<file path="src/verilog/mdsp_pkg.sv">
package mdsp_pkg;

    // ------------------------------------------------------------
    // Device register offsets (7-bit address field)
    // ------------------------------------------------------------
    localparam logic [6:0] OFF_PORT_CONFIG    = 7'h02;
    localparam logic [6:0] OFF_SOFT_RESET     = 7'h07;
    localparam logic [6:0] OFF_EVENT_STATUS   = 7'h20;
    localparam logic [6:0] OFF_EVENT_MASK     = 7'h21;
    localparam logic [6:0] OFF_LINK_CONTROL   = 7'h22;
    localparam logic [6:0] OFF_TX_FIFO_PORT   = 7'h23;
    localparam logic [6:0] OFF_RX_FIFO_PORT   = 7'h24;
    localparam logic [6:0] OFF_FIFO_THRESHOLD = 7'h25;
    localparam logic [6:0] OFF_TALK_LIMIT     = 7'h27;

    // ------------------------------------------------------------
    // Reset values, writable masks and field positions
    // ------------------------------------------------------------
    localparam logic [15:0] PORT_CONFIG_RST   = 16'h8042;
    localparam logic [15:0] PORT_CONFIG_WMASK = 16'hF05F;
    localparam logic [15:0] EVENT_MASK_RST    = 16'h0024;
    localparam logic [15:0] EVENT_MASK_WMASK  = 16'h7FFF;
    localparam logic [15:0] EVENT_LIVE_MASK   = 16'h0003;
    localparam int CFG_ECHO_BIT      = 0;
    localparam int CFG_TRIST_BIT     = 1;
    localparam int CFG_IRQ_LEVEL_BIT = 2;
    localparam int CFG_IRQ_POLARITY_SEL_BIT   = 3;
    localparam int CFG_CRC_EN_BIT    = 4;
    localparam int CFG_REF_BIT       = 6;
    localparam int CFG_WDOG_EN_BIT   = 12;
    localparam int CFG_WDOG_SEL_LSB  = 13;
    localparam int EV_CRC_BIT        = 8;
    localparam int EV_WDOG_BIT       = 9;
    localparam int EV_RST_BIT        = 15;
    localparam int SOFT_RESET_BIT    = 0;
    localparam int CMD_DIR_BIT       = 23;
    localparam int CMD_ADDR_LSB      = 16;

    // ------------------------------------------------------------
    // Frame format
    // ------------------------------------------------------------
    localparam logic [5:0]  FRAME_BITS_PLAIN = 6'h18;
    localparam logic [5:0]  FRAME_BITS_CRC   = 6'h20;
    localparam logic [7:0]  CRC_POLY         = 8'h07;
    localparam logic [31:0] CRC_BAD_READ     = 32'h80000000;

    // ------------------------------------------------------------
    // Timing
    // ------------------------------------------------------------
    localparam int CLK_PERIOD_NS    = 10;
    localparam int CLK_HZ           = 100_000_000;
    localparam int WDOG_CYC_PER_MS  = CLK_HZ / 1000;
    localparam int FRAME_GAP_FSK_NS = 2442;
    localparam int FRAME_GAP_MAN_NS = 3000;
    // Strictly more than the longer period, so one spacing fits both modes
    localparam int FRAME_GAP_CYC =
        (FRAME_GAP_MAN_NS + CLK_PERIOD_NS - 1) / CLK_PERIOD_NS + 1;
    localparam int IRQ_PULSE_CYC    = 4;
    localparam int SCLK_HALF_CYC    = 8;

    // ------------------------------------------------------------
    // Host command port
    // ------------------------------------------------------------
    localparam logic [1:0] HOFF_CMD    = 2'h0;
    localparam logic [1:0] HOFF_CFG    = 2'h1;
    localparam logic [1:0] HOFF_STATUS = 2'h2;
    localparam logic [1:0] HOFF_RESP   = 2'h3;
    localparam int HCFG_CRC_BIT  = 0;
    localparam int HCFG_CPOL_BIT = 1;

    function automatic logic [31:0] wdog_ms(input logic [2:0] sel);
        unique case (sel)
            3'h0: return 32'd50;
            3'h1: return 32'd100;
            3'h2: return 32'd500;
            3'h3: return 32'd1000;
            3'h4: return 32'd2000;
            3'h5: return 32'd3000;
            3'h6: return 32'd4000;
            3'h7: return 32'd5000;
        endcase
    endfunction

    // MSB first, zero initial value
    function automatic logic [7:0] crc8(input logic [23:0] d);
        logic [7:0] c;
        c = 8'h00;
        for (int i = 23; i >= 0; i--) begin
            c = {c[6:0], 1'b0} ^ ((c[7] ^ d[i]) ? CRC_POLY : 8'h00);
        end
        return c;
    endfunction

endpackage

</file>
<file path="src/verilog/mdsp_if.sv">
`timescale 1ns/1ps
`default_nettype none
interface mdsp_if;
    logic sclk;
    logic cs_n;
    logic mosi;
    logic miso;
    logic miso_oe;
    logic miso_line;
    logic irq;

    // Undriven serial output reads as a pulled-up line
    assign miso_line = miso_oe ? miso : 1'b1;

    modport dev  (input sclk, cs_n, mosi, output miso, miso_oe, irq);
    modport host (output sclk, cs_n, mosi, input miso_line, irq);
endinterface
`default_nettype wire

</file>
<file path="src/verilog/mdsp_dev.sv">
// The address-and-strobe port is this design's own decision.
`timescale 1ns/1ps
`default_nettype none
module mdsp_dev #(
    parameter int unsigned WDOG_CYC_PER_MS_P = mdsp_pkg::WDOG_CYC_PER_MS
) (
    // Clock and reset
    input  wire logic        clk_i,
    input  wire logic        rst_i,
    // Serial link
    mdsp_if.dev              link,
    // Modem core events and levels
    input  wire logic [15:0] ev_set_i,
    input  wire logic        cd_i,
    input  wire logic        cts_i,
    // FIFO ports
    output logic             tx_push_o,
    output logic      [15:0] tx_data_o,
    output logic             rx_pop_o,
    input  wire logic [15:0] rx_data_i,
    output logic             fifo_flush_o,
    // Configuration to the core
    output logic      [15:0] link_control_o,
    output logic      [15:0] fifo_threshold_o,
    output logic      [15:0] talk_limit_o,
    output logic             reference_enable_o
);
    import mdsp_pkg::*;

    typedef struct packed {
        logic        sclk_s1, sclk_s2, sclk_d;
        logic        cs_s1, cs_s2, cs_d;
        logic        mosi_s1, mosi_s2;
        logic [31:0] rx_sr;
        logic [5:0]  bitcnt;
        logic [31:0] tx_sr;
        logic        skip_first;
        logic [31:0] resp;
        logic [15:0] cfg, status, mask, link_ctl, fifo_thr, talk_lim;
        logic [15:0] tx_data;
        logic        tx_push, rx_pop, flush;
        logic [1:0]  live_d;
        logic        irq_lat;
        logic [2:0]  pcnt;
        logic        irq, oe;
        logic [31:0] wd_cnt;
    } mdsp_dev_s;

    mdsp_dev_s s_reg, s_next;

    // ------------------------------------------------------------
    // Next state
    // ------------------------------------------------------------
    always_comb begin
        logic        fall, rise, sel, cs_fall, cs_rise, crc_on;
        logic        is_rd, crc_ok, stat_rd, do_srst, wd_kick, active;
        logic [5:0]  need;
        logic [23:0] cmd, rd24;
        logic [6:0]  addr;
        logic [15:0] data, set, w1c;
        logic [31:0] wd_lim;
        fall = s_reg.sclk_d & ~s_reg.sclk_s2;
        rise = ~s_reg.sclk_d & s_reg.sclk_s2;
        sel = ~s_reg.cs_s2;
        cs_fall = s_reg.cs_d & ~s_reg.cs_s2;
        cs_rise = ~s_reg.cs_d & s_reg.cs_s2;
        crc_on = s_reg.cfg[CFG_CRC_EN_BIT];
        need = crc_on ? FRAME_BITS_CRC : FRAME_BITS_PLAIN;
        cmd = crc_on ? s_reg.rx_sr[31:8] : s_reg.rx_sr[23:0];
        is_rd = cmd[CMD_DIR_BIT];
        addr = cmd[22:CMD_ADDR_LSB];
        crc_ok = !crc_on || (crc8(cmd) == s_reg.rx_sr[7:0]);
        rd24 = '0;
        data = '0;
        set = ev_set_i & ~EVENT_LIVE_MASK;
        set[1:0] = {cd_i, cts_i} & ~s_reg.live_d;
        w1c = '0;
        stat_rd = 1'b0;
        do_srst = 1'b0;
        wd_kick = 1'b0;
        s_next = s_reg;
        s_next.tx_push = 1'b0;
        s_next.rx_pop = 1'b0;
        s_next.flush = 1'b0;
        s_next.live_d = {cd_i, cts_i};
        s_next.sclk_s1 = link.sclk;
        s_next.sclk_s2 = s_reg.sclk_s1;
        s_next.sclk_d = s_reg.sclk_s2;
        s_next.cs_s1 = link.cs_n;
        s_next.cs_s2 = s_reg.cs_s1;
        s_next.cs_d = s_reg.cs_s2;
        s_next.mosi_s1 = link.mosi;
        s_next.mosi_s2 = s_reg.mosi_s1;
        // Both supported modes sample on the falling edge
        if (sel && fall) begin
            s_next.rx_sr = {s_reg.rx_sr[30:0], s_reg.mosi_s2};
            if (s_reg.bitcnt != 6'h3F) begin
                s_next.bitcnt = s_reg.bitcnt + 6'h01;
            end
        end
        // Idle-low clock: first rise only launches the preloaded bit
        if (sel && rise) begin
            if (s_reg.skip_first) begin
                s_next.skip_first = 1'b0;
            end else begin
                s_next.tx_sr = {s_reg.tx_sr[30:0],
                                s_reg.cfg[CFG_ECHO_BIT] & s_reg.mosi_s2};
            end
        end
        if (cs_fall) begin
            s_next.tx_sr = crc_on ? s_reg.resp : {s_reg.resp[23:0], 8'h00};
            s_next.skip_first = ~s_reg.sclk_s2;
            s_next.bitcnt = '0;
        end
        // Short frames are dropped whole and leave the response alone
        if (cs_rise && s_reg.bitcnt >= need) begin
            if (!crc_ok) begin
                set[EV_CRC_BIT] = 1'b1;
                // Nothing stored, no pop
                s_next.resp = is_rd ? CRC_BAD_READ : s_reg.rx_sr;
            end else begin
                wd_kick = 1'b1;
                if (is_rd) begin
                    case (addr)
                        OFF_PORT_CONFIG:    data = s_reg.cfg;
                        OFF_EVENT_STATUS: begin
                            data = {s_reg.status[15:2], cd_i, cts_i};
                            stat_rd = 1'b1;
                        end
                        OFF_EVENT_MASK:     data = s_reg.mask;
                        OFF_LINK_CONTROL:   data = s_reg.link_ctl;
                        OFF_RX_FIFO_PORT: begin
                            data = rx_data_i;
                            s_next.rx_pop = 1'b1;
                        end
                        OFF_FIFO_THRESHOLD: data = s_reg.fifo_thr;
                        OFF_TALK_LIMIT:     data = s_reg.talk_lim;
                        default:            data = '0;
                    endcase
                    rd24 = {cmd[23:16], data};
                    s_next.resp = crc_on ? {rd24, crc8(rd24)}
                                         : {8'h00, rd24};
                end else begin
                    // Echo keeps the host's CRC byte
                    s_next.resp = crc_on ? s_reg.rx_sr
                                         : {8'h00, s_reg.rx_sr[23:0]};
                    case (addr)
                        OFF_PORT_CONFIG:
                            s_next.cfg = cmd[15:0] & PORT_CONFIG_WMASK;
                        OFF_SOFT_RESET:
                            do_srst = cmd[SOFT_RESET_BIT];
                        OFF_EVENT_STATUS:   w1c = cmd[15:0];
                        OFF_EVENT_MASK:
                            s_next.mask = cmd[15:0] & EVENT_MASK_WMASK;
                        OFF_LINK_CONTROL:   s_next.link_ctl = cmd[15:0];
                        OFF_TX_FIFO_PORT: begin
                            s_next.tx_data = cmd[15:0];
                            s_next.tx_push = 1'b1;
                        end
                        OFF_FIFO_THRESHOLD: s_next.fifo_thr = cmd[15:0];
                        OFF_TALK_LIMIT:     s_next.talk_lim = cmd[15:0];
                        default: ;
                    endcase
                end
            end
        end
        // Watchdog
        wd_lim = 32'(wdog_ms(s_reg.cfg[15:CFG_WDOG_SEL_LSB])
                     * WDOG_CYC_PER_MS_P);
        if (!s_reg.cfg[CFG_WDOG_EN_BIT] || wd_kick) begin
            s_next.wd_cnt = '0;
        end else if (s_reg.wd_cnt >= wd_lim - 32'h1) begin
            set[EV_WDOG_BIT] = 1'b1;
            s_next.wd_cnt = '0;
        end else begin
            s_next.wd_cnt = s_reg.wd_cnt + 32'h1;
        end
        // Soft reset restores defaults and flushes the core FIFOs
        if (do_srst) begin
            s_next.cfg = PORT_CONFIG_RST;
            s_next.mask = EVENT_MASK_RST;
            s_next.link_ctl = '0;
            s_next.fifo_thr = '0;
            s_next.talk_lim = '0;
            s_next.flush = 1'b1;
            s_next.irq_lat = 1'b0;
            s_next.pcnt = '0;
            set[EV_RST_BIT] = 1'b1;
        end
        // Sticky status: a set in the clearing cycle wins
        s_next.status = (s_reg.status & ~w1c) | set;
        s_next.status[1:0] = 2'b00;
        // Interrupt pin
        if (|(set & ~s_next.mask)) begin
            s_next.irq_lat = 1'b1;
            s_next.pcnt = 3'(IRQ_PULSE_CYC);
        end else begin
            if (stat_rd) begin
                s_next.irq_lat = 1'b0;
            end
            if (s_reg.pcnt != '0) begin
                s_next.pcnt = s_reg.pcnt - 3'h1;
            end
        end
        active = s_reg.cfg[CFG_IRQ_LEVEL_BIT] ? s_next.irq_lat
                                              : (s_next.pcnt != '0);
        s_next.irq = s_reg.cfg[CFG_IRQ_POLARITY_SEL_BIT] ? active : ~active;
        s_next.oe = s_reg.cfg[CFG_TRIST_BIT] ? sel : 1'b1;
        if (rst_i) begin
            s_next = '0;
            s_next.sclk_s1 = 1'b1;
            s_next.sclk_s2 = 1'b1;
            s_next.sclk_d = 1'b1;
            s_next.cs_s1 = 1'b1;
            s_next.cs_s2 = 1'b1;
            s_next.cs_d = 1'b1;
            s_next.cfg = PORT_CONFIG_RST;
            s_next.mask = EVENT_MASK_RST;
            s_next.irq = 1'b1;
        end
    end

    always_ff @(posedge clk_i) begin
        s_reg <= s_next;
    end

    // ------------------------------------------------------------
    // Outputs
    // ------------------------------------------------------------
    assign link.miso          = s_reg.tx_sr[31];
    assign link.miso_oe       = s_reg.oe;
    assign link.irq           = s_reg.irq;
    assign tx_push_o          = s_reg.tx_push;
    assign tx_data_o          = s_reg.tx_data;
    assign rx_pop_o           = s_reg.rx_pop;
    assign fifo_flush_o       = s_reg.flush;
    assign link_control_o     = s_reg.link_ctl;
    assign fifo_threshold_o   = s_reg.fifo_thr;
    assign talk_limit_o       = s_reg.talk_lim;
    assign reference_enable_o = s_reg.cfg[CFG_REF_BIT];

endmodule // mdsp_dev
`default_nettype wire

</file>
<file path="src/flat_wrapper.sv">
// flat-port wrapper written by rule: the top's interface ports become plain ports
module mdsp_dev_flat import mdsp_pkg::*;
#(
    parameter int unsigned WDOG_CYC_PER_MS_P = mdsp_pkg::WDOG_CYC_PER_MS
)
  (clk_i, rst_i, ev_set_i, cd_i, cts_i, tx_push_o, tx_data_o, rx_pop_o, rx_data_i, fifo_flush_o, link_control_o, fifo_threshold_o, talk_limit_o, reference_enable_o, link_sclk, link_cs_n, link_mosi, link_miso, link_miso_oe, link_irq);
  mdsp_if link_i ();
  input  wire logic clk_i;
  input  wire logic rst_i;
  input  wire logic [15:0] ev_set_i;
  input  wire logic cd_i;
  input  wire logic cts_i;
  output logic tx_push_o;
  output logic      [15:0] tx_data_o;
  output logic rx_pop_o;
  input  wire logic [15:0] rx_data_i;
  output logic fifo_flush_o;
  output logic      [15:0] link_control_o;
  output logic      [15:0] fifo_threshold_o;
  output logic      [15:0] talk_limit_o;
  output logic reference_enable_o;
  input wire logic [$bits(link_i.sclk)-1:0] link_sclk;
  input wire logic [$bits(link_i.cs_n)-1:0] link_cs_n;
  input wire logic [$bits(link_i.mosi)-1:0] link_mosi;
  output wire logic [$bits(link_i.miso)-1:0] link_miso;
  output wire logic [$bits(link_i.miso_oe)-1:0] link_miso_oe;
  output wire logic [$bits(link_i.irq)-1:0] link_irq;
  assign link_i.sclk = link_sclk;
  assign link_i.cs_n = link_cs_n;
  assign link_i.mosi = link_mosi;
  assign link_miso = link_i.miso;
  assign link_miso_oe = link_i.miso_oe;
  assign link_irq = link_i.irq;
  mdsp_dev #(.WDOG_CYC_PER_MS_P(WDOG_CYC_PER_MS_P)) u_core (.clk_i(clk_i), .rst_i(rst_i), .link(link_i), .ev_set_i(ev_set_i), .cd_i(cd_i), .cts_i(cts_i), .tx_push_o(tx_push_o), .tx_data_o(tx_data_o), .rx_pop_o(rx_pop_o), .rx_data_i(rx_data_i), .fifo_flush_o(fifo_flush_o), .link_control_o(link_control_o), .fifo_threshold_o(fifo_threshold_o), .talk_limit_o(talk_limit_o), .reference_enable_o(reference_enable_o));
endmodule
</file>
<file path="config.mk">
export PLATFORM = sky130hd
export DESIGN_NAME = mdsp_dev_flat
export DESIGN_NICKNAME = d
export VERILOG_FILES = /design/src/verilog/mdsp_pkg.sv /design/src/verilog/mdsp_if.sv /design/src/verilog/mdsp_dev.sv /design/src/flat_wrapper.sv
export SDC_FILE = /design/constraint.sdc
export NUM_CORES = 1
export LEC_CHECK = 0
export BUFFER_PORTS_ARGS = -buffer_cell sky130_fd_sc_hd__buf_4
export CORE_ASPECT_RATIO = 1.4
export CORE_MARGIN = 5
export CORE_UTILIZATION = 39
export CTS_BUF_LIST = sky130_fd_sc_hd__clkbuf_8
export DETAILED_ROUTE_END_ITERATION = 10
export HOLD_SLACK_MARGIN = 0.05
export SYNTH_ARGS = -nofsm -noshare
export SYNTH_HDL_FRONTEND = slang
export SYNTH_SLANG_ARGS = --single-unit
</file>
<file path="constraint.sdc">
create_clock -name clk_i -period 7.6 [get_ports clk_i]
set_input_delay 1.14 -clock clk_i [delete_from_list [all_inputs] [get_ports clk_i]]
set_output_delay 1.14 -clock clk_i [all_outputs]
set_load 0.005 [all_outputs]
</file>
After elaboration in Yosys (flattened, before gate mapping) --
Memory sizes are Yosys's and may differ from the RTL's. A register that Yosys moved wholly into a read port is not among the register bits. Cells that the tools add are included. W data, S select, Z words.
Word-level totals: logic and storage cells 268, memories kept 1, register bits after elaboration 260, memory bits (read-only) 96, output and inout port bits 71
Memories:
- (no name shown) | words 8, bits a word 12, read ports 1, clocked after Yosys merged registers in 1, wr ports 0, RTL line mdsp_pkg.sv:72 | unique case (sel)
Operators by class: magnitude comparators 2, add/subtract/negate cells 4, multiply operators 1, bitwise gates (word level) 98, eq/ne operators 12, multiplexer cells 97, reductions and logical operators 23
Operators by type and width (count):
- $xor A8 B8 Y8 | 38
- $mux W32 | 7
- $mux W16 | 11
- $mux W82 | 2
- $mux W3 | 43
- $pmux W16 S7 | 1
- $mux W81 | 1
- $mux W64 | 1
- $eq A7 B6 Y1 const B | 7
- $mux W39 | 1
- $xor A1 B1 Y1 | 38
- $mux W33 | 1
- $add A32 B1 Y32 const B | 1
- $and A16 B16 Y16 | 2
- $ge A32 B32 Y1 | 1
- $mul A32 B12 Y27 const B | 1
- $not A16 Y16 | 2
- $sub A32 B1 Y32 const B | 1
- $mux W24 | 1
- $mux W1 | 22
- $reduce_and A4 Y1 | 5
- $mux W6 | 3
- $mux W17 | 1
- $or A16 B16 Y16 | 1
- 25 further kinds | 45

Longest topological paths before layout --
depth in word-level cells 125, gate-level depth with buffers 34, gate-level depth less buffers 34

Least setup slack after synthesis --
Ideal clock, no wire load.
path type reg2reg, from reg (tool-made name), to reg u_core.s_reg (netlist bit u_core.link.irq), setup time 0.072 ns, required time 7.528 ns, clock period less this slack 7.340 ns, slack 0.260 ns, arrival 7.268 ns, stages on the path, launching flop included 33, cell sequence dfxtp_1 ha_1 ha_1 xor2_1 ha_1 ha_1 inv_1 fa_1 inv_1 ha_1 a21oi_1 o21bai_1 a21oi_1 o21bai_1 a21o_1 a211o_1 a211oi_1 nor4b_1 nand4b_1 nor3_1 nand3_1 xor2_1 ha_1 a21o_1 a21o_1 a221oi_1 o21ai_0 a31o_2 a31oi_1 nand2b_1 nand4_1 nor4b_2 mux2i_1
RTL lines:
- end signal, assigned | RTL line mdsp_dev.sv:224 | s_reg <= s_next;
- end, declared | RTL line mdsp_dev.sv:49 | mdsp_dev_s s_reg, s_next;

==> results.cfg <==
[synth]
synth_top_area_share_pct = 30.18
synth_most_common_cell = dfxtp_1
syn_avg_cell_area_um2 = 8.653
async_reset_ff_share_pct = 0
yosys_warnings = 0
ys_types = 85
post_synth_and_or_nand_nor_area_fraction_pct = 15.89
synth_area_um2 = 17840
synthMuxAreaShare_pct = 5.975
yosysSeqAreaShare_pct = 30.18
synth_top_family_by_area = compound AO/OA/AOI/OAI gates
synth_edf_count = 0
yosys_most_used_dff = dfxtp_1
synth_xor_area_share_pct = 10.73
synthTopCellsByArea = dfxtp_1 30%, ha_1 8.9%, a211oi_1 5.8%
synth.ff_latch_count = 269
synth_compound_area_share_pct = 17.12
synth_common_cells = 269 x dfxtp_1, 209 x nor2_1, 179 x nand2_1
synth_nets = 2255
synth_fa_ha_area_share_pct = 11.94
synth_cells = 2062
synth_area_leader_cell = dfxtp_1

[timing]
fin_crit_sh_pct = 94.89
fin_setup_tns_ns = 0
hold_viol = 0
slew_viol_final = 0
min_period_ns = 7.211
max_freq_mhz = 138.7
clock_skew_ns = 0.02361
setup_viol = 0
timing.slew.headroom_pct = 16.19
worstMarginPinSlew_ns = 1.222

[route]
detail_route.iter0.violations = 978
routed_wl_mm = 53.42
drc = 0
routedWlPerCell_um = 19.38
num_vias = 15130
firstDrtPassIters = 9
final_antenna_net_count = 0
routed_via_density = 5.488

[global_route]
antenna_found_initial = 1
gr-usage-all-layers_pct = 20.71
grt_max_degree = 98
grt_overflow = 0
grt_pass1_wl_mm = 83.64
grt_pass1_vias = 14930

[power]
pwr_density_cell_nw_per_um2 = 137.3
p_leak_nw = 8.175
ir_drop_uv = 136.6

[floorplanning]
io_pins = 110
initial_core_util_pct = 39.54
die_w_um = 190.8
die_h_um = 263.1
die_area_um2 = 50190
row_count = 92
core_area_um2 = 45120

[clock_tree]
cts_tree = done
cts_buffers = 44
h-tree-depth = 2
clk_path_buf_depth = 3
ctsHoldBuffers = 0
clk_pin_slew_worst_paths_ns = 0.06
worstSkewPairLatency_ns = 0.58
clk_root_buffer_cell = clkbuf_8
cts_sinks = 269

[critical_path]
path_class = flip-flop to flip-flop
worstPathMaxFanout = 4
critPathMaxStageDelay_ns = 0.53
r2r_end = u_core.link.irq
required_ns = 8.11
cp_slowest_cell = fa_1
r2r_cells = 33
cp-end-kind = flip-flop
rrSetupSlack_ns = 0.39
cpMostUsedCell = ha_1
cp.arrival_ns = 7.72
cp-start-kind = flip-flop
worstSetupEndpoint = u_core.link.irq

[placed_design]
gp_congestion = 0.9587
port_buffers = 107
hpwl_mm = 39.79
dp.cells = 2671
place_area_um2 = 19030

[final_layout]
final_layout_size_suffix_gt1_share_pct = 16.97
syn_to_final_growth_pct = 14.04
fin_cells = 2757
utilization_pct = 45.09
fin_area_um2 = 20350
final_nets = 2308
largest_reg_flops = 187

[flow_run]
cap_violations = 0

[outcome]
status = finished, final reports clean

[hold_path]
hp-class = flip-flop to flip-flop
through the flow:
stage	hold slack (ns)	setup slack (ns)	total power [W]
2_1_floorplan	0.3895	0.2603	0.001521
4_1_cts	0.4457	0.07381	0.002831
3_3_place_gp	0.4181	-0.06755	0.001558
6_report	0.4542	0.3886	0.002794
3_5_place_dp	0.4396	-0.1088	0.001560
5_1_grt	0.4468	-0.03309	0.002908
area by class of cell:
class	count	area [um2]
repair buffers	200	1518
clock inverters	18	82.58
multi-input cells	1489	11360
flip-flops and latches	269	5400
inverters	111	416.7
diodes	1	2.502
clock buffers	58	798.3
well taps	611	764.5
fillers	4506	24780
worst min-delay path by stage:
stage / end / depth (start not counted) / slack (ns) / start
floorplan: u_core.s_reg[261] / 1 / 0.39 / u_core.s_reg[262]
detailed placement: u_core.s_reg[258] / 1 / 0.44 / u_core.s_reg[259]
global route: u_core.s_reg[258] / 1 / 0.45 / u_core.s_reg[259]
CTS: u_core.s_reg[258] / 1 / 0.45 / u_core.s_reg[259]
global placement: u_core.s_reg[258] / 1 / 0.42 / u_core.s_reg[259]
finish: u_core.s_reg[0] / 1 / 0.45 / u_core.s_reg[0]
per-layer routing:
metal  vias to the layer above  track usage (%)  part of all wire, %
met3                       173            3.393                  5.8
li1                       7267                -                    -
met4                         0            11.98                  6.6
met2                       547            35.08                   48
met1                      7143            24.60                   40
met5                         -                0                    0
critical path: cells and delay by family (launching register included):
| family | cells | cell delay [ns] |
|---|---|---|
| AOI/OAI and AO/OA | 11 | 1.93 |
| adders and majority gates | 7 | 2.47 |
| buffers and inverters | 4 | 0.30 |
| DFF | 1 | 0.36 |
| muxes | 1 | 0.21 |
| and+or+nand+nor | 9 | 1.68 |
| xor gates and xnor gates | 1 | 0.19 |
logic make-up (layout without fill, tap and decap cells):
| logic type | after synthesis | after routing |
|---|---|---|
| mux | 102 | 102 |
| other cells | 0 | 1 |
| fa+ha+maj | 154 | 154 |
| buf+inv | 304 | 387 |
| compound gates | 437 | 437 |
| simple gates | 608 | 608 |
| flops | 269 | 269 |
| xor+xnor | 188 | 188 |
power by group:
group          switching (W)  internal (W)
logic              0.0000557     0.0000375
registers         0.00000982       0.00143
clock network       0.000585      0.000679
total               0.000651       0.00214
timing repair:
action	in CTS	in global routing
buffers inserted	0	9
endpoints found under the hold margin	0	0
resized for setup	6	62
setup endpoints to repair	5	37
pin swaps	4	43
layout by cell type, fill, tap and decap left out, types with 7 or more instances in the layout:
master    instances
xor2_1           63
ha_4             13
nand3_1          33
nor2_1          209
a21o_1           15
o211ai_1         14
a21oi_1          87
fa_1             26
inv_1           121
dfxtp_1         261
or2_2            13
and3_1           24
or3_1             8
nor2b_1          38
o21ai_0          52
clkbuf_8         58
a221oi_1         17
mux2i_1          88
a222oi_1          7
nand2b_1         11
buf_4           198
a211oi_1        137
o22ai_1           7
a21oi_2           7
xnor2_1         105
o21bai_1          8
nor3_1           31
nand2_1         179
a31oi_1          10
xnor3_1          14
a22oi_1          20
nand4_1          15
mux2_2           10
ha_1            109
(Power assumes the default switching activity.)
